`src/verilog/io_ctl_defs.svh`:
```
// Constants for the bus command-cycle control: field positions, codes, register map.
// Assumes inclusion by bare name from package and design modules alike.
`ifndef IO_CTL_DEFS_SVH
`define IO_CTL_DEFS_SVH

// Bus field layout
`define BUS_W 24
`define BASIC_HI 23
`define BASIC_LO 20
`define CHAN_HI 19
`define CHAN_LO 16
`define SUB_HI 3
`define SUB_LO 0
`define STAT_HI 20
`define STAT_LO 16
`define READ_REV_BIT 21
`define DATA_HI 15
`define DATA_LO 0
`define ID_HI 6
`define ID_LO 1

// Basic commands and sub-commands
`define BASIC_INPUT 4'h4
`define BASIC_VARIANT 4'h1
`define SUB_TEST 4'h1
`define SUB_CLEAR_TEST 4'h3
`define SUB_POLL 4'h5
`define SUB_TERMINATE 4'h6

// Register indices on the software port
`define REG_CTRL 4'h0
`define REG_STATUS 4'h1
`define REG_DATA 4'h2
`define REG_ID 4'h3
`define REG_TERM_STATUS 4'h4
`define REG_IRQ_STATUS 4'h5
`define REG_IRQ_CLEAR 4'h6
`define REG_IRQ_ENABLE 4'h7

// Control register fields
`define CTRL_CHAN_HI 3
`define CTRL_CHAN_LO 0
`define CTRL_ENABLE 4
`define CTRL_READ_REV 5
`define CTRL_SVC_REQ 6

// Event bits
`define EV_INPUT 0
`define EV_TEST 1
`define EV_CLEAR 2
`define EV_TERMINATE 3
`define EV_POLL 4
`define EV_W 5

// Reset values
`define CTRL_RST 7'h00
`define STATUS_RST 5'h00
`define DATA_RST 16'h0000
`define ID_DEFAULT 6'h2A

`endif

```
`src/verilog/io_ctl_pkg.sv`:
```
// Types shared by the bus command-cycle control modules.
// Assumes io_ctl_defs.svh is on the include path.
`include "io_ctl_defs.svh"

package io_ctl_pkg;

  // Decoded first-phase command
  typedef enum logic [2:0] {
    CMD_NONE,
    CMD_INPUT,
    CMD_TEST,
    CMD_CLEAR_TEST,
    CMD_POLL,
    CMD_TERMINATE
  } cmd_kind_t;

  // Cycle sequencer states
  typedef enum logic [2:0] {
    ST_IDLE,
    ST_LATCHED,
    ST_DRIVE,
    ST_SINK,
    ST_WAIT_END
  } cyc_state_t;

  typedef logic [`BUS_W-1:0] bus_word_t;

endpackage : io_ctl_pkg

```
`src/verilog/cmd_if.sv`:
```
// Carrier between sequencer and command decoder.
// Assumes io_ctl_pkg compiled first.
`timescale 1ns/10ps

interface cmd_if;
  import io_ctl_pkg::*;
  bus_word_t word; // Latched first-phase word
  logic [3:0] own_channel; // Configured channel number
  cmd_kind_t kind; // Decoded command
  logic addressed; // Command concerns this control

  modport seq (output word, output own_channel, input kind, input addressed);
  modport dec (input word, input own_channel, output kind, output addressed);
endinterface : cmd_if

```
`src/verilog/pin_sync.sv`:
```
// Two-stage synchroniser for a group of pin inputs.
// Assumes pins are asynchronous to clk; only stage two is read outside.
`timescale 1ns/10ps

module pin_sync #(
  parameter int W = 1
) (
  input wire logic clk,
  input wire logic rst_n,
  input wire logic [W-1:0] d,
  output logic [W-1:0] q
);
  import io_ctl_pkg::*;

  // Both stages held as one state record
  typedef struct packed {
    logic [W-1:0] s1;
    logic [W-1:0] s2;
  } sync_state_t;

  sync_state_t st_r; // Registered stages
  sync_state_t st_nxt; // Next stages

  // Shift pins through two stages
  always_comb begin
    st_nxt.s1 = d;
    st_nxt.s2 = st_r.s1;
  end

  // Synchronous reset to zero
  always_ff @(posedge clk) begin
    if (!rst_n) begin
      st_r <= '0;
    end else begin
      st_r <= st_nxt;
    end
  end

  assign q = st_r.s2;

endmodule : pin_sync

```
`src/verilog/cmd_decoder.sv`:
```
// Decodes the first-phase word into a command kind and an address match.
// Assumes a stable latched word from the sequencer.
`timescale 1ns/10ps

`include "io_ctl_defs.svh"

module cmd_decoder (
  cmd_if.dec cif
);
  import io_ctl_pkg::*;

  // Classify command and check channel field
  always_comb begin
    cif.kind = CMD_NONE;
    cif.addressed = 1'b0;
    if (cif.word[`BASIC_HI:`BASIC_LO] == `BASIC_INPUT) begin
      cif.kind = CMD_INPUT;
    end else if (cif.word[`BASIC_HI:`BASIC_LO] == `BASIC_VARIANT) begin
      // Sub-command picks the cycle type
      case (cif.word[`SUB_HI:`SUB_LO])
        `SUB_TEST: cif.kind = CMD_TEST;
        `SUB_CLEAR_TEST: cif.kind = CMD_CLEAR_TEST;
        `SUB_POLL: cif.kind = CMD_POLL;
        `SUB_TERMINATE: cif.kind = CMD_TERMINATE;
        default: cif.kind = CMD_NONE;
      endcase
    end
    // Poll concerns all controls; others need channel match
    if (cif.kind == CMD_POLL) begin
      cif.addressed = 1'b1;
    end else if (cif.kind != CMD_NONE) begin
      cif.addressed = (cif.word[`CHAN_HI:`CHAN_LO] == cif.own_channel);
    end
  end

endmodule : cmd_decoder

```
`src/verilog/io_ctl.sv`:
```
// I/O control end of the shared 24-bit command bus.
// Assumes bus pins, phase signals and release strobe are asynchronous to clk;
// the bus wire level is resolved outside from bus_out and bus_oe.
//
// Summary of operation
// - Input-transfer basic command is 0100
// - Input transfer carries target channel below command
// - Input transfer returns sixteen data, five status
// - Release strobe makes responder free the bus
// - Test status: basic 0001, sub 0001
// - Basic 0001 means decode low sub-command
// - Variant cycles: channel in 19..16
// - Test status returns status and identification
// - Clear-and-test: basic 0001, sub 0011
// - Clear-and-test answers, then resets control
// - Service poll: sub 0101, no channel
// - Terminate data: sub 0110, channel addressed
// - Terminate marks end of current record
// - Basic command sits in bits 23..20
// - Bit 21 flags read-reverse with status
//
// Software register map, one index per register:
//   0 control: channel 3..0, enable 4, read-reverse 5, service request 6
//   1 status count, five bits, returned in every status answer
//   2 input data, sixteen bits, returned by an input transfer
//   3 identification, read only, from the parameter
//   4 status last sent by the processor in a terminate cycle, read only
//   5 event status, read only; 6 event clear, write only; 7 event enable
// Event bits: 0 input done, 1 test done, 2 clear done, 3 terminate, 4 poll.
//
// Hazards: every bus and phase pin passes two flops, so the processor must allow about
// three cycles after raising phase B before it samples the answer.
// A response ends on the release strobe or, failing that, when phase B drops.
`timescale 1ns/10ps

`include "io_ctl_defs.svh"

module io_ctl #(
  parameter logic [5:0] CONTROL_ID = `ID_DEFAULT // Arbitrary identification value
) (
  // Clock and synchronous reset
  input wire logic clk, // 100 MHz system clock
  input wire logic rst_n, // Active low, sampled on clk
  // Bus pins; the wire level is resolved outside
  input wire io_ctl_pkg::bus_word_t bus_in, // Bus level at the pins
  output io_ctl_pkg::bus_word_t bus_out, // Value this control drives
  output io_ctl_pkg::bus_word_t bus_oe, // Per-bit drive enable
  // Phase pins from the processor, asynchronous
  input wire logic command_phase_strobe, // First phase present
  input wire logic phase_b_indicator, // Second phase present
  input wire logic bus_release_strobe, // Free the bus
  // Software register port, same clock
  input wire logic [3:0] reg_addr, // Register index
  input wire logic [31:0] reg_wdata, // Write data
  input wire logic reg_wr, // One-cycle write strobe
  input wire logic reg_rd, // One-cycle read strobe
  output logic [31:0] reg_rdata, // Read data, one cycle after strobe
  // Interrupt to software
  output logic irq // High while an enabled event is set
);
  import io_ctl_pkg::*;

  // Whole state of the control
  typedef struct packed {
    // Cycle tracking
    cyc_state_t state; // Sequencer state
    bus_word_t cmd_word; // First-phase word as latched
    cmd_kind_t kind; // Command of the current cycle
    // Software-visible registers
    logic [6:0] ctrl; // Channel, enable, read-reverse, service request
    logic [4:0] status; // Status count
    logic [15:0] data; // Input transfer data
    logic [4:0] term_status; // Status from the last terminate
    // Interrupt state
    logic [`EV_W-1:0] irq_status; // Sticky events
    logic [`EV_W-1:0] irq_enable; // Events that may interrupt
    // Registered outputs
    bus_word_t out; // Drive value
    bus_word_t oe; // Drive enable
    logic [31:0] rdata; // Read data
    logic irq; // Interrupt line
  } ctl_state_t;

  // Single registered record and its next value
  ctl_state_t st_r; // Registered state
  ctl_state_t st_nxt; // Next state

  // Pin views after the two-flop synchroniser
  bus_word_t bus_s; // Synchronised bus
  logic [2:0] ctl_s; // Synchronised phase and strobe pins
  logic phase_a; // First phase active
  logic phase_b; // Second phase active
  logic release_s; // Release strobe seen

  // Carrier to the command decoder
  cmd_if cif ();

  // Bus and control pins through two flops
  pin_sync #(.W(`BUS_W + 3)) u_sync (
    .clk(clk),
    .rst_n(rst_n),
    .d({bus_in, command_phase_strobe, phase_b_indicator, bus_release_strobe}),
    .q({bus_s, ctl_s})
  );

  // Name the synchronised control pins, in concatenation order
  assign phase_a = ctl_s[2];
  assign phase_b = ctl_s[1];
  assign release_s = ctl_s[0];

  // Decoder sees the latched command and own channel
  assign cif.word = st_r.cmd_word;
  assign cif.own_channel = st_r.ctrl[`CTRL_CHAN_HI:`CTRL_CHAN_LO];

  cmd_decoder u_dec (
    .cif(cif)
  );

  // Build the answer word for a status-returning cycle
  // Bits 23..22 stay zero: the top two bits of the command field are never driven
  function automatic bus_word_t status_word(input logic [4:0] stat, input logic rrev,
                                            input logic [15:0] low);
    bus_word_t w;
    w = '0;
    w[`STAT_HI:`STAT_LO] = stat;
    w[`READ_REV_BIT] = rrev;
    w[`DATA_HI:`DATA_LO] = low;
    return w;
  endfunction : status_word

  // Lanes owned by the status-returning answer
  // Poll answers build their own single-lane enable instead
  function automatic bus_word_t status_lanes(input logic [15:0] low);
    bus_word_t w;
    w = '0;
    w[`STAT_HI:`STAT_LO] = 5'h1F;
    w[`READ_REV_BIT] = 1'b1;
    w[`DATA_HI:`DATA_LO] = low;
    return w;
  endfunction : status_lanes

  // Sequencer, registers and interrupt in one pass
  always_comb begin
    logic [`EV_W-1:0] ev; // One-cycle event pulses
    logic [15:0] id_low; // Identification placed in the low lanes
    logic [`EV_W-1:0] clr; // Clear mask from software
    // Locals start clean on every pass
    ev = '0;
    clr = '0;
    id_low = '0;
    id_low[`ID_HI:`ID_LO] = CONTROL_ID;
    // Every field holds unless a branch below changes it
    st_nxt = st_r;

    // Cycle sequencer
    case (st_r.state)
      // Wait for a first phase; capture its word
      ST_IDLE: begin
        // A disabled control ignores the bus entirely
        if (phase_a && st_r.ctrl[`CTRL_ENABLE]) begin
          st_nxt.cmd_word = bus_s;
          st_nxt.state = ST_LATCHED;
        end
      end

      // Decode, then act once second phase opens
      ST_LATCHED: begin
        // Kind kept for the event and the clear at the end
        st_nxt.kind = cif.kind;
        if (phase_b) begin
          // Unaddressed or unknown commands sit out the phase
          st_nxt.state = ST_WAIT_END;
          if (cif.addressed) begin
            // Pick the answer for this cycle type
            case (cif.kind)
              // Data and status back to processor
              CMD_INPUT: begin
                // Status, read-reverse and all sixteen data lanes
                st_nxt.out = status_word(st_r.status, st_r.ctrl[`CTRL_READ_REV],
                                         st_r.data);
                st_nxt.oe = status_lanes(16'hFFFF);
                st_nxt.state = ST_DRIVE;
              end

              // Status and identification
              CMD_TEST, CMD_CLEAR_TEST: begin
                // Identification occupies lanes 6..1 only
                st_nxt.out = status_word(st_r.status, st_r.ctrl[`CTRL_READ_REV],
                                         id_low);
                st_nxt.oe = status_lanes(16'h007E);
                st_nxt.state = ST_DRIVE;
              end

              // Only a requesting control drives its own bit
              CMD_POLL: begin
                // No request pending: stay off the bus
                if (st_r.ctrl[`CTRL_SVC_REQ]) begin
                  // Clear every lane, then set the channel's own bit
                  st_nxt.out = '0;
                  st_nxt.oe = '0;
                  st_nxt.out[st_r.ctrl[`CTRL_CHAN_HI:`CTRL_CHAN_LO]] = 1'b1;
                  st_nxt.oe[st_r.ctrl[`CTRL_CHAN_HI:`CTRL_CHAN_LO]] = 1'b1;
                  st_nxt.state = ST_DRIVE;
                end
              end

              // Processor drives status to us
              CMD_TERMINATE: st_nxt.state = ST_SINK;
              default: st_nxt.state = ST_WAIT_END;
            endcase
          end
        end
      end

      // Hold the answer until release strobe
      ST_DRIVE: begin
        // A lost phase B also ends the answer, so the bus is never held
        if (release_s || !phase_b) begin
          st_nxt.oe = '0;
          st_nxt.out = '0;
          st_nxt.state = ST_WAIT_END;
          // Record which answer completed; clear reports at phase end
          case (st_r.kind)
            CMD_INPUT: ev[`EV_INPUT] = 1'b1;
            CMD_TEST: ev[`EV_TEST] = 1'b1;
            CMD_POLL: ev[`EV_POLL] = 1'b1;
            default: ev = '0;
          endcase
        end
      end

      // Capture processor status at release
      ST_SINK: begin
        // Processor status still stands on the synchronised bus here
        if (release_s || !phase_b) begin
          st_nxt.term_status = bus_s[`STAT_HI:`STAT_LO];
          ev[`EV_TERMINATE] = 1'b1;
          st_nxt.state = ST_WAIT_END;
        end
      end

      // Wait out second phase; clear command resets here
      ST_WAIT_END: begin
        // Both phase pins low means the cycle is over
        if (!phase_b && !phase_a) begin
          st_nxt.state = ST_IDLE;
          // Channel and enable survive the clear
          if (st_r.kind == CMD_CLEAR_TEST && cif.addressed) begin
            st_nxt.status = `STATUS_RST;
            st_nxt.data = `DATA_RST;
            st_nxt.ctrl[`CTRL_SVC_REQ] = 1'b0;
            st_nxt.ctrl[`CTRL_READ_REV] = 1'b0;
            ev[`EV_CLEAR] = 1'b1;
          end
          st_nxt.kind = CMD_NONE;
        end
      end

      // Unused encodings recover to idle
      default: st_nxt.state = ST_IDLE;
    endcase

    // Register writes; software wins over a clear in the same cycle
    if (reg_wr) begin
      if (reg_addr == `REG_CTRL) begin
        // Channel, enable, read-reverse, service request
        st_nxt.ctrl = reg_wdata[6:0];
      end else if (reg_addr == `REG_STATUS) begin
        // Status count returned in every status answer
        st_nxt.status = reg_wdata[4:0];
      end else if (reg_addr == `REG_DATA) begin
        // Data for the next input transfer
        st_nxt.data = reg_wdata[15:0];
      end else if (reg_addr == `REG_IRQ_CLEAR) begin
        // Ones clear event bits; nothing is stored
        clr = reg_wdata[`EV_W-1:0];
      end else if (reg_addr == `REG_IRQ_ENABLE) begin
        // Events allowed onto the interrupt
        st_nxt.irq_enable = reg_wdata[`EV_W-1:0];
      end
      // Other indices are read only or unmapped: ignored
    end

    // Sticky events; a new event beats a clear
    // Interrupt follows the next-state bits, so it leaves a flop
    st_nxt.irq_status = (st_r.irq_status & ~clr) | ev;
    st_nxt.irq = |(st_nxt.irq_status & st_nxt.irq_enable);

    // Register reads, data valid next cycle
    // Read data fall back to zero after one cycle
    st_nxt.rdata = '0;
    if (reg_rd) begin
      // Unmapped and write-only indices read zero
      if (reg_addr == `REG_CTRL) begin
        st_nxt.rdata = {25'h0000000, st_r.ctrl};
      end else if (reg_addr == `REG_STATUS) begin
        st_nxt.rdata = {27'h0000000, st_r.status};
      end else if (reg_addr == `REG_DATA) begin
        st_nxt.rdata = {16'h0000, st_r.data};
      end else if (reg_addr == `REG_ID) begin
        st_nxt.rdata = {26'h0000000, CONTROL_ID};
      end else if (reg_addr == `REG_TERM_STATUS) begin
        st_nxt.rdata = {27'h0000000, st_r.term_status};
      end else if (reg_addr == `REG_IRQ_STATUS) begin
        st_nxt.rdata = {27'h0000000, st_r.irq_status};
      end else if (reg_addr == `REG_IRQ_ENABLE) begin
        st_nxt.rdata = {27'h0000000, st_r.irq_enable};
      end
    end
  end

  // Synchronous reset of all state
  always_ff @(posedge clk) begin
    if (!rst_n) begin
      // Control comes up disabled and off the bus
      st_r.state <= ST_IDLE;
      st_r.cmd_word <= '0;
      st_r.kind <= CMD_NONE;
      st_r.ctrl <= `CTRL_RST;
      st_r.status <= `STATUS_RST;
      st_r.data <= `DATA_RST;
      st_r.term_status <= 5'h00;
      st_r.irq_status <= '0;
      st_r.irq_enable <= '0;
      st_r.out <= '0;
      st_r.oe <= '0;
      st_r.rdata <= 32'h00000000;
      st_r.irq <= 1'b0;
    end else begin
      // Whole record advances on every edge
      st_r <= st_nxt;
    end
  end

  // Outputs straight from flops
  // No logic between these flops and the pins
  assign bus_out = st_r.out;
  assign bus_oe = st_r.oe;
  assign reg_rdata = st_r.rdata;
  assign irq = st_r.irq;

endmodule : io_ctl

```
`config.mk`:
```
export PLATFORM = sky130hd
export DESIGN_NAME = io_ctl
export DESIGN_NICKNAME = d
export VERILOG_FILES = /design/src/verilog/io_ctl_pkg.sv /design/src/verilog/cmd_if.sv /design/src/verilog/pin_sync.sv /design/src/verilog/cmd_decoder.sv /design/src/verilog/io_ctl.sv
export VERILOG_INCLUDE_DIRS = /design/src /design/src/verilog
export SDC_FILE = /design/constraint.sdc
export NUM_CORES = 1
export LEC_CHECK = 0
export BUFFER_PORTS_ARGS = -buffer_cell sky130_fd_sc_hd__buf_2
export CAP_MARGIN = 20
export CORE_MARGIN = 2
export CORE_UTILIZATION = 30
export DETAILED_ROUTE_END_ITERATION = 10
export PLACE_DENSITY_LB_ADDON = 0.25
export SLEW_MARGIN = 20
export SYNTH_ARGS = -nofsm -noshare
export SYNTH_HDL_FRONTEND = slang
export SYNTH_SLANG_ARGS = --single-unit
```
`constraint.sdc`:
```
create_clock -name clk -period 2.1 [get_ports clk]
set_input_delay 0.21 -clock clk [delete_from_list [all_inputs] [get_ports clk]]
set_output_delay 0.21 -clock clk [all_outputs]
set_load 0.005 [all_outputs]
```
### After elaboration in Yosys (flattened, before gate mapping)

Cells that the tools add are included.

| operators by class | value |
|---|---|
| equality and inequality tests | 35 |
| multiplexer cells | 63 |
| bitwise gates (word level) | 6 |
| reduce and logical (&&, ||, !) cells | 25 |
| magnitude comparators | 2 |

Operators with widths:

| operator | number |
|---|---|
| two-way mux 48 bit | 4 |
| one-hot mux 48 bit (3 select lines) | 1 |
| one-hot mux 48 bit (2 select lines) | 1 |
| two-way mux 5 bit | 17 |
| two-way mux 21 bit | 4 |
| two-way mux 16 bit | 3 |
| == test 4 x 3 -> 1 bit, second input constant | 7 |
| two-way mux 28 bit | 1 |
| two-way mux 27 bit | 1 |
| one-hot mux 3 bit (4 select lines) | 2 |
| two-way mux 3 bit | 7 |
| two-way mux 7 bit | 3 |
| == test 3 x 2 -> 1 bit, second input constant | 6 |
| == test 3 bit, second input constant | 4 |
| == test 4 x 1 -> 1 bit, second input constant | 3 |
| == test 4 x 2 -> 1 bit, second input constant | 3 |
| AND 5 bit | 2 |
| two-way mux 1 bit | 10 |
| AND reduction 2 bit | 5 |
| == test 3 x 1 -> 1 bit, second input constant | 3 |
| one-hot mux 3 bit (3 select lines) | 1 |
| != test 2 bit, second input constant | 4 |
| OR reduction 8 bit | 1 |
| < comparator 4 x 6 -> 1 bit, second input constant | 1 |
| 26 further kinds | 37 |

| word-level totals | value |
|---|---|
| bits of input ports | 67 |
| register bits | 208 |
| word-level logic and storage cells | 149 |
| output and inout bits | 81 |

### Depth between registers and ports, before layout

Gate-level depths: netlist of the first run.

| depth | value |
|---|---|
| word-level depth | 15 |
| gate-level depth with buffers | 8 |
| gate-level depth less buffers | 5 |

### Cells and area by module

Synthesis of the first run repeated with hierarchy kept, for this count alone.

| unflattened totals | value |
|---|---|
| cells, all modules | 863 |
| area, all modules | 7857.5 µm² |

By module, submodules not included:

| module | instances | sequential area each (µm²) | area an instance (µm²) | cells each |
|---|---|---|---|---|
| io_ctl | 1 | 2582.5 | 6177.2 | 728 |
| pin_sync | 1 | 1081.0 | 1511.4 | 113 |
| cmd_decoder | 1 | 0.0 | 168.9 | 22 |

### Worst setup path before layout of the first run

Ideal clock, no wire load.

| timing | value |
|---|---|
| kind | reg-to-reg |
| from | register st_r (netlist bit cif.word[23]) |
| to | register st_r[102] (netlist bit) |
| setup slack | 0.174 ns |
| buffers on the path | 1 |
| stages on the path, launching flop included | 7 |
| setup time | 0.117 ns |
| period minus slack after synthesis | 1.926 ns |
| arrival | 1.809 ns |
| cells stage by stage | dfxtp_1 nor4_2 o211ai_1 a221oi_2 nor3_1 buf_2 a22o_1 |

| on the way | value |
|---|---|
| longest elaborated chain between the ends | 14 |

Ends and longest elaborated chain:

| what | RTL line | RTL |
|---|---|---|
| from (decl) | io_ctl.sv:85 | `ctl_state_t st_r;` |
| from (signal assigned) | io_ctl.sv:331 | `st_r <= st_nxt;` |
| == test 4 x 1 -> 1 bit (no source line) | n/a |  |
| two-way mux 3 bit | cmd_decoder.sv:18 | `` end else if (cif.word[`BASIC_HI:`BASIC_LO] == `BASIC_VARIANT) begin `` |
| two-way mux 3 bit * | cmd_decoder.sv:16 | `` if (cif.word[`BASIC_HI:`BASIC_LO] == `BASIC_INPUT) begin `` |
| nonzero test 3 bit | cmd_decoder.sv:31 | `end else if (cif.kind != CMD_NONE) begin` |
| two-way mux 1 bit | cmd_decoder.sv:31 |  |
| two-way mux 1 bit * | cmd_decoder.sv:29 | `if (cif.kind == CMD_POLL) begin` |
| logical AND 1 bit * | io_ctl.sv:248 | `if (st_r.kind == CMD_CLEAR_TEST && cif.addressed) begin` |
| two-way mux 21 bit * | io_ctl.sv:248 |  |
| two-way mux 21 bit * | io_ctl.sv:245 | `if (!phase_b && !phase_a) begin` |
| two-way mux 21 bit * | io_ctl.sv:156 | `case (st_r.state)` |
| two-way mux 16 bit | io_ctl.sv:271 | `` end else if (reg_addr == `REG_DATA) begin `` |
| two-way mux 16 bit | io_ctl.sv:268 | `` end else if (reg_addr == `REG_STATUS) begin `` |
| two-way mux 21 bit | io_ctl.sv:265 | `` if (reg_addr == `REG_CTRL) begin `` |
| two-way mux 28 bit * | io_ctl.sv:264 | `if (reg_wr) begin` |

Mark *: on every way between the ends. The rest lies on a longest branch, timed or not.
A chain may end at the register's enable or synchronous reset.

### Worst setup path after layout of the first run

| timing | value |
|---|---|
| from | register st_r (netlist bit cif.word[23]) |
| to | register st_r[103] (netlist bit) |

Same word-level chain as after synthesis.

==> results.yml, run 1 <==
die:
  start_util: 0.304
  fp.dieH_microns: 155
  core_area_sq_um: 22500
  fp.dieArea_sq_um: 24000
  io_pins: 148
  num_rows: 55
  die_w_microns: 155
synthesis:
  ys_types: 64
  yosys-top-cells-area: "dfxtp_1, buf_4, mux2i_1"
  ys_seq_area_frac: 0.431
  yosysWarningCount: 0
  yosysTopAreaCellShare: 0.431
  ys.flop_type: "dfxtp_1"
  yosys-top-cells-count: "dfxtp_1, buf_4, nand2_1"
  synthCells: 758
  synthArstFlopShare: 0
  syn_avg_cell_area_sq_um: 9.02
  yosysMostFrequentCell: "dfxtp_1"
  syn-cell-area_sq_um: 6840
  synth_edf_count: 0
  ys_ff_latch: 147
  synth.largest_area_cell: "dfxtp_1"
pwr:
  p_comb_frac: 0.054
  irDropWorstVdd_mv: 0.412
  p_clk_frac: 0.483
  swShare: 0.238
  p_per_area_nw_per_um2: 733
  internal_power_mw: 4.70
  pwr-share-seq: 0.462
  power_leakage_nw: 3.53
  finalPower_mw: 6.16
  p_switching_mw: 1.47
finish:
  final_cells: 1147
  final_nets: 916
  design_area_sq_um: 8410
  n_antenna_cell: 0
  drive_above_1_share: 0.260
  synthToLayoutAreaGrowth_pct: 23.0
drt:
  dr.pass1.iters: 5
  totalWireLength_microns: 18500
  ant_nets: 0
  wl_per_cell_microns: 16.1
  drc: 0
  vias_per_cell: 4.78
  dr_total_vias: 5478
  drtIter0Drc: 250
global_routing:
  grt_pass1_vias: 5116
  overflow: 0
  grt_pass1_wl_microns: 28300
  grt_max_degree: 40
  track_usage: 0.152
  grt_antenna_before_repair: 0
sta:
  finalSetupViolCount: 0
  max_freq_mhz: 481
  rsz0062_at_grt: "yes"
  skew_ps: 10.8
  finalMaxSlewViolations: 0
  hold_violations: 0
  max-slew-margin-rel: 0.647
  fin_crit_ps: 2080
  tightest_slew_ps: 516
  post-route-period-util: 0.990
  whs_ps: 3.62
placement:
  io_buffers: 99
  dpl.hpwl_microns: 13200
  place_congestion: 0.842
  placed_cells: 1086
  placed_cell_area_sq_um: 7390
setup_path:
  critPathSlowestCell: "or4b_4"
  r2r-end: "st_r[103]"
  crit_type: "flop to flop"
  max_stage_delay_ps: 570
  end_kind: "flop"
  setup.worst_path.end: "st_r[103]"
  crit_fanout: 6
  start_kind: "flop"
  path_cells: "or4b_4 -> buf_6 -> a221oi_4 -> nor3_4 -> clkbuf_16 -> a22o_1"
  ff2ff_setup_slack_ps: 20
  r2r-start: "cif.word[23]"
  startpoint: "cif.word[23]"
  critPathArrivalTime_ps: 2400
  cp.required_ps: 2420
  ff2ff_path_depth: 6
clock_tree:
  cts_root_buf: "clkbuf_16"
  cts_tree: "yes"
  clk_pin_slew_ps: 70
  cts_buffers: 17
  worst_skew_pair.late_latency_ps: 430
  cts.sinks: 147
  clk_path_buf_depth: 2
  cts_max_level: 4
min_path:
  min_path_type: "input port to flop"
flow_run:
  cap_violations: 0
outcome:
  run_status: "finished clean"
## registers in the layout, indices dropped and copies added, names as in the netlist
signal	flops
cif.own_channel	4
reg_rdata	16
cif.word	12
u_sync.st_nxt	15
bus_out	22
irq	1
u_sync.q	15
st_r	45
bus_oe	17
## per-stage QoR
stage | utilization | TNS (ps) | setup WS (ps)
3_3_place_gp | 0.328 | -656 | -53.3
3_5_place_dp | 0.328 | -1650 | -86.8
6_report | 0.374 | 0 | 21.3
2_1_floorplan | - | 0 | 174
4_1_cts | 0.364 | 0 | 12.7
5_1_grt | 0.374 | -358 | -45.5
## what timing repair did
action                                 in CTS  in global routing
setup buffers                               0                  6
endpoints found under the hold margin      21                  0
hold buffers                               21                  0
resized for setup                           4                 26
pin swaps                                   0                 11
setup endpoints to repair                  35                 63
gates cloned                                0                  2
## kinds of logic (layout without fill, tap and decap cells)
| family | Yosys count | count (layout) | synth area share |
|---|---|---|---|
| AOI/OAI and AO/OA | 163 | 163 | 0.167 |
| xor gates and xnor gates | 6 | 6 | 0.00769 |
| buffers and inverters | 141 | 226 | 0.128 |
| DFF | 147 | 147 | 0.431 |
| muxes | 53 | 53 | 0.0783 |
| other | 1 | 20 | 0.000549 |
| and+or+nand+nor | 247 | 247 | 0.188 |
## how the worst min path moves through the flow
stage | end | from | depth (start not counted)
2_1_floorplan | st_r[83] | rst_n | 2
3_3_place_gp | u_sync.q[26] | u_sync.st_nxt[26] | 1
3_5_place_dp | u_sync.st_nxt[19] | bus_in[16] | 2
4_1_cts | u_sync.st_nxt[3] | bus_in[0] | 2
5_1_grt | u_sync.st_nxt[3] | bus_in[0] | 2
6_report | st_r[105] | reg_wdata[9] | 2
## metal layers
layer  track usage  up-vias  routed length, microns
met3        0.0315       28                     819
met5             0        -                       0
met1         0.202     2577                    8740
li1              -     2737                       -
met2         0.246      136                    8480
met4        0.0529        0                     416
## worst max-delay path: cells and delay by family, from the launching register on
kind                   cells  cell delay, ps
flip-flops                 1             370
buffers and inverters      2             350
AND/OR/NAND/NOR            2             680
AO/OA/AOI/OAI              2             560
## final cells by class
type	instances	area, sq um
Timing Repair Buffer	185	1300
Tap cell	285	357
Clock inverter	11	104
Multi-Input combinational cell	489	3190
Inverter	9	33.8
Clock buffer	21	470
Sequential cell	147	2950
Fill cell	2299	14100
## power by group through the flow
stage               registers (mW)  logic [mW]  clock network (mW)
floorplan                     2.90       0.200                   0
global placement              2.91       0.296                   0
detailed placement            2.91       0.296                   0
CTS                           2.85       0.327                3.06
global route                  2.85       0.369                3.17
finish                        2.85       0.335                2.98
## cell usage in the layout, fill, tap and decap left out, types with 9 or more instances in the layout
| cell | instances |
|---|---|
| nand3_1 | 14 |
| o21ai_0 | 23 |
| nor3_1 | 9 |
| mux2i_1 | 49 |
| a21oi_1 | 38 |
| clkbuf_16 | 19 |
| dfxtp_1 | 143 |
| inv_1 | 9 |
| a22o_1 | 16 |
| dlygate4sd3_1 | 21 |
| buf_4 | 52 |
| a211oi_1 | 18 |
| nor2_1 | 55 |
| conb_1 | 20 |
| and2_1 | 50 |
| a21o_1 | 9 |
| nand4_1 | 11 |
| nand2_1 | 60 |
| buf_2 | 99 |
Power figures use the tool's default switching activity.
==> inputs of run 2 (changes only) <==
--- a/config.mk
+++ b/config.mk
@@ -6,12 +6,14 @@
 export SDC_FILE = /design/constraint.sdc
 export NUM_CORES = 1
 export LEC_CHECK = 0
+export ABC_AREA = 1
 export BUFFER_PORTS_ARGS = -buffer_cell sky130_fd_sc_hd__buf_2
 export CAP_MARGIN = 20
 export CORE_MARGIN = 2
 export CORE_UTILIZATION = 30
 export DETAILED_ROUTE_END_ITERATION = 10
 export PLACE_DENSITY_LB_ADDON = 0.25
+export REMOVE_ABC_BUFFERS = 1
 export SLEW_MARGIN = 20
 export SYNTH_ARGS = -nofsm -noshare
 export SYNTH_HDL_FRONTEND = slang
==> constraint.sdc (replaced) <==
create_clock -name clk -period 1.9 [get_ports clk]
set_input_delay 0.19 -clock clk [delete_from_list [all_inputs] [get_ports clk]]
set_output_delay 0.19 -clock clk [all_outputs]
set_load 0.005 [all_outputs]
==> run 2 against run 1 <==
Die area is 1.4% higher. Via count grew 6.1%. Critical path depth up 6. Clock power is 20% higher. Design area shrank 0.55%. Global-route usage down 0.65 points. Register-to-register slack better by 100 ps. Combinational power fell by 15%. Clock skew decreased by 3.0 ps. Maximum frequency rose by 17%. Largest power group unchanged.
==> results.yml, run 2 <==
outcome:
  run_status: "finished clean"
drt:
  dr.pass1.iters: 4
  wl_per_cell_microns: 12.8
  dr_total_vias: 5812
  totalWireLength_microns: 17200
  drc: 0
  ant_nets: 0
  drtIter0Drc: 278
  vias_per_cell: 4.31
setup_path:
  path_cells: "inv_2 -> nand2_2 -> nor2_4 -> nand3_2 -> buf_6 -> o21ai_4 -> nor2_2 -> nor2_4 -> nand2_2 -> buf_12 -> o21ai_1 -> nor2_1"
  end_kind: "flop"
  critPathSlowestCell: "dfxtp_1"
  path_delay_family: "simple AND/OR/NAND/NOR gates"
  crit_fanout: 27
  max_stage_delay_ps: 300
  crit_type: "flop to flop"
  start_kind: "flop"
  cp.required_ps: 2220
  critPathBufInv: 3
  critPathArrivalTime_ps: 2100
synthesis:
  ys_seq_area_frac: 0.425
  yosys-top-cells-count: "nand2_1, dfxtp_1, inv_1"
  ys.flop_type: "dfxtp_1"
  synth.largest_area_cell: "dfxtp_1"
  synthArstFlopShare: 0
  yosysMostFrequentCell: "nand2_1"
  ys_ff_latch: 147
  syn_avg_cell_area_sq_um: 7.14
  yosysWarningCount: 0
  synth_edf_count: 0
  synthCells: 971
  yosys-top-cells-area: "dfxtp_1, nand2_1, buf_4"
  yosysTopAreaCellShare: 0.425
  syn-cell-area_sq_um: 6930
  ys_types: 37
sta:
  max_freq_mhz: 564
  setup_ws_ps: 126
  post-route-period-util: 0.934
  finalMaxSlewViolations: 0
  finalSetupViolCount: 0
  hold_violations: 0
  whs_ps: 20.5
  fin_crit_ps: 1770
  skew_ps: 7.75
global_routing:
  overflow: 0
  grt_max_degree: 60
  grt_pass1_vias: 5385
  track_usage: 0.146
  grt_antenna_before_repair: 1
  grt_pass1_wl_microns: 27600
die:
  core_area_sq_um: 22600
  fp.dieArea_sq_um: 24300
  io_pins: 148
  die_w_microns: 156
  num_rows: 55
  start_util: 0.306
  fp.dieH_microns: 156
finish:
  top_register: "st_r"
  largest_register_ffs: 45
  fill_cells: 2438
  synthToLayoutAreaGrowth_pct: 20.6
  design_area_sq_um: 8360
  layout_common_cells: "nand2_1, dfxtp_1, inv_1"
  drive_above_1_share: 0.227
  final_cells: 1350
  final_nets: 1120
  final_common_cell: "nand2_1"
  n_antenna_cell: 0
placement:
  place_congestion: 0.869
  dpl.hpwl_microns: 12600
  placed_cell_area_sq_um: 7470
  io_buffers: 99
  placed_cells: 1299
  place_ws_ps: 99.3
flow_run:
  cap_violations: 0
min_path:
  min_path_type: "input port to flop"
pwr:
  irDropWorstVdd_mv: 0.456
  p_per_area_nw_per_um2: 837
  power_leakage_nw: 3.90
clock_tree:
  worst_skew_pair.late_latency_ps: 430
  cts_tree: "yes"
  cts_max_level: 4
  cts_buffers: 17
  cts_root_buf: "clkbuf_16"
  cts.sinks: 147
  clk_pin_slew_ps: 60
  clk_path_buf_depth: 2
[run 2: cell families after synthesis]
logic type,synth area share
AOI/OAI and AO/OA,0.115
xor gates and xnor gates,0.00506
other,0.000541
buffers and inverters,0.173
and+or+nand+nor,0.282
DFF,0.425
[run 2: per-stage QoR]
step | setup TNS (ps) | utilization | power [mW]
2_1_floorplan | -18270 | - | 3.33
3_3_place_gp | 0 | 0.330 | 3.47
3_5_place_dp | 0 | 0.330 | 3.48
4_1_cts | 0 | 0.364 | 7.10
5_1_grt | -5.14 | 0.369 | 7.26
6_report | 0 | 0.369 | 7.00
[run 2: what timing repair did]
item                                    in CTS  in global routing
resized for setup                            0                 23
hold endpoints to repair                    15                  0
buffers inserted                             0                  5
hold buffers                                15                  0
endpoints found under the setup margin       0                 40
[run 2: path summary, 6_finish.rpt]
kind	from	slack, ps	endpoint	depth (start not counted)
worst max-delay path	cif.word[21]	130	bus_oe[1]	12
worst min register to register	u_sync.st_nxt[5]	410	u_sync.q[5]	2
worst min-delay path	reg_wdata[13]	20	st_r[109]	3
worst max register to register	cif.word[21]	130	bus_oe[1]	12
[run 2: worst min-delay path, delay by kind of cell]
kind                   cells  cell delay, ps
AND/OR/NAND/NOR            1              70
buffers and inverters      1             100
AO/OA/AOI/OAI              1              50
[run 2: layout make-up]
class | count | area, sq um | area share
Sequential cell | 147 | 2950 | 0.353
Multi-Input combinational cell | 615 | 2920 | 0.349
Timing Repair Buffer | 159 | 1070 | 0.129
Clock buffer | 20 | 447 | 0.0534
Inverter | 113 | 439 | 0.0525
Tap cell | 285 | 357 | 0.0427
Clock inverter | 11 | 178 | 0.0213
[run 2: per-layer routing]
| metal | vias to the layer above | global-route usage | share of wire |
|---|---|---|---|
| li1 | 3103 | - | - |
| met3 | 27 | 0.0336 | 0.042 |
| met2 | 118 | 0.236 | 0.46 |
| met4 | 2 | 0.0585 | 0.023 |
| met1 | 2562 | 0.188 | 0.48 |
| met5 | - | 0 | 0.00064 |
[run 2: power by group]
group	switching [mW]	internal, mW	leakage, nW
Sequential	0.0193	3.13	1.19
Combinational	0.176	0.109	2.40
Clock	1.33	2.24	0.305
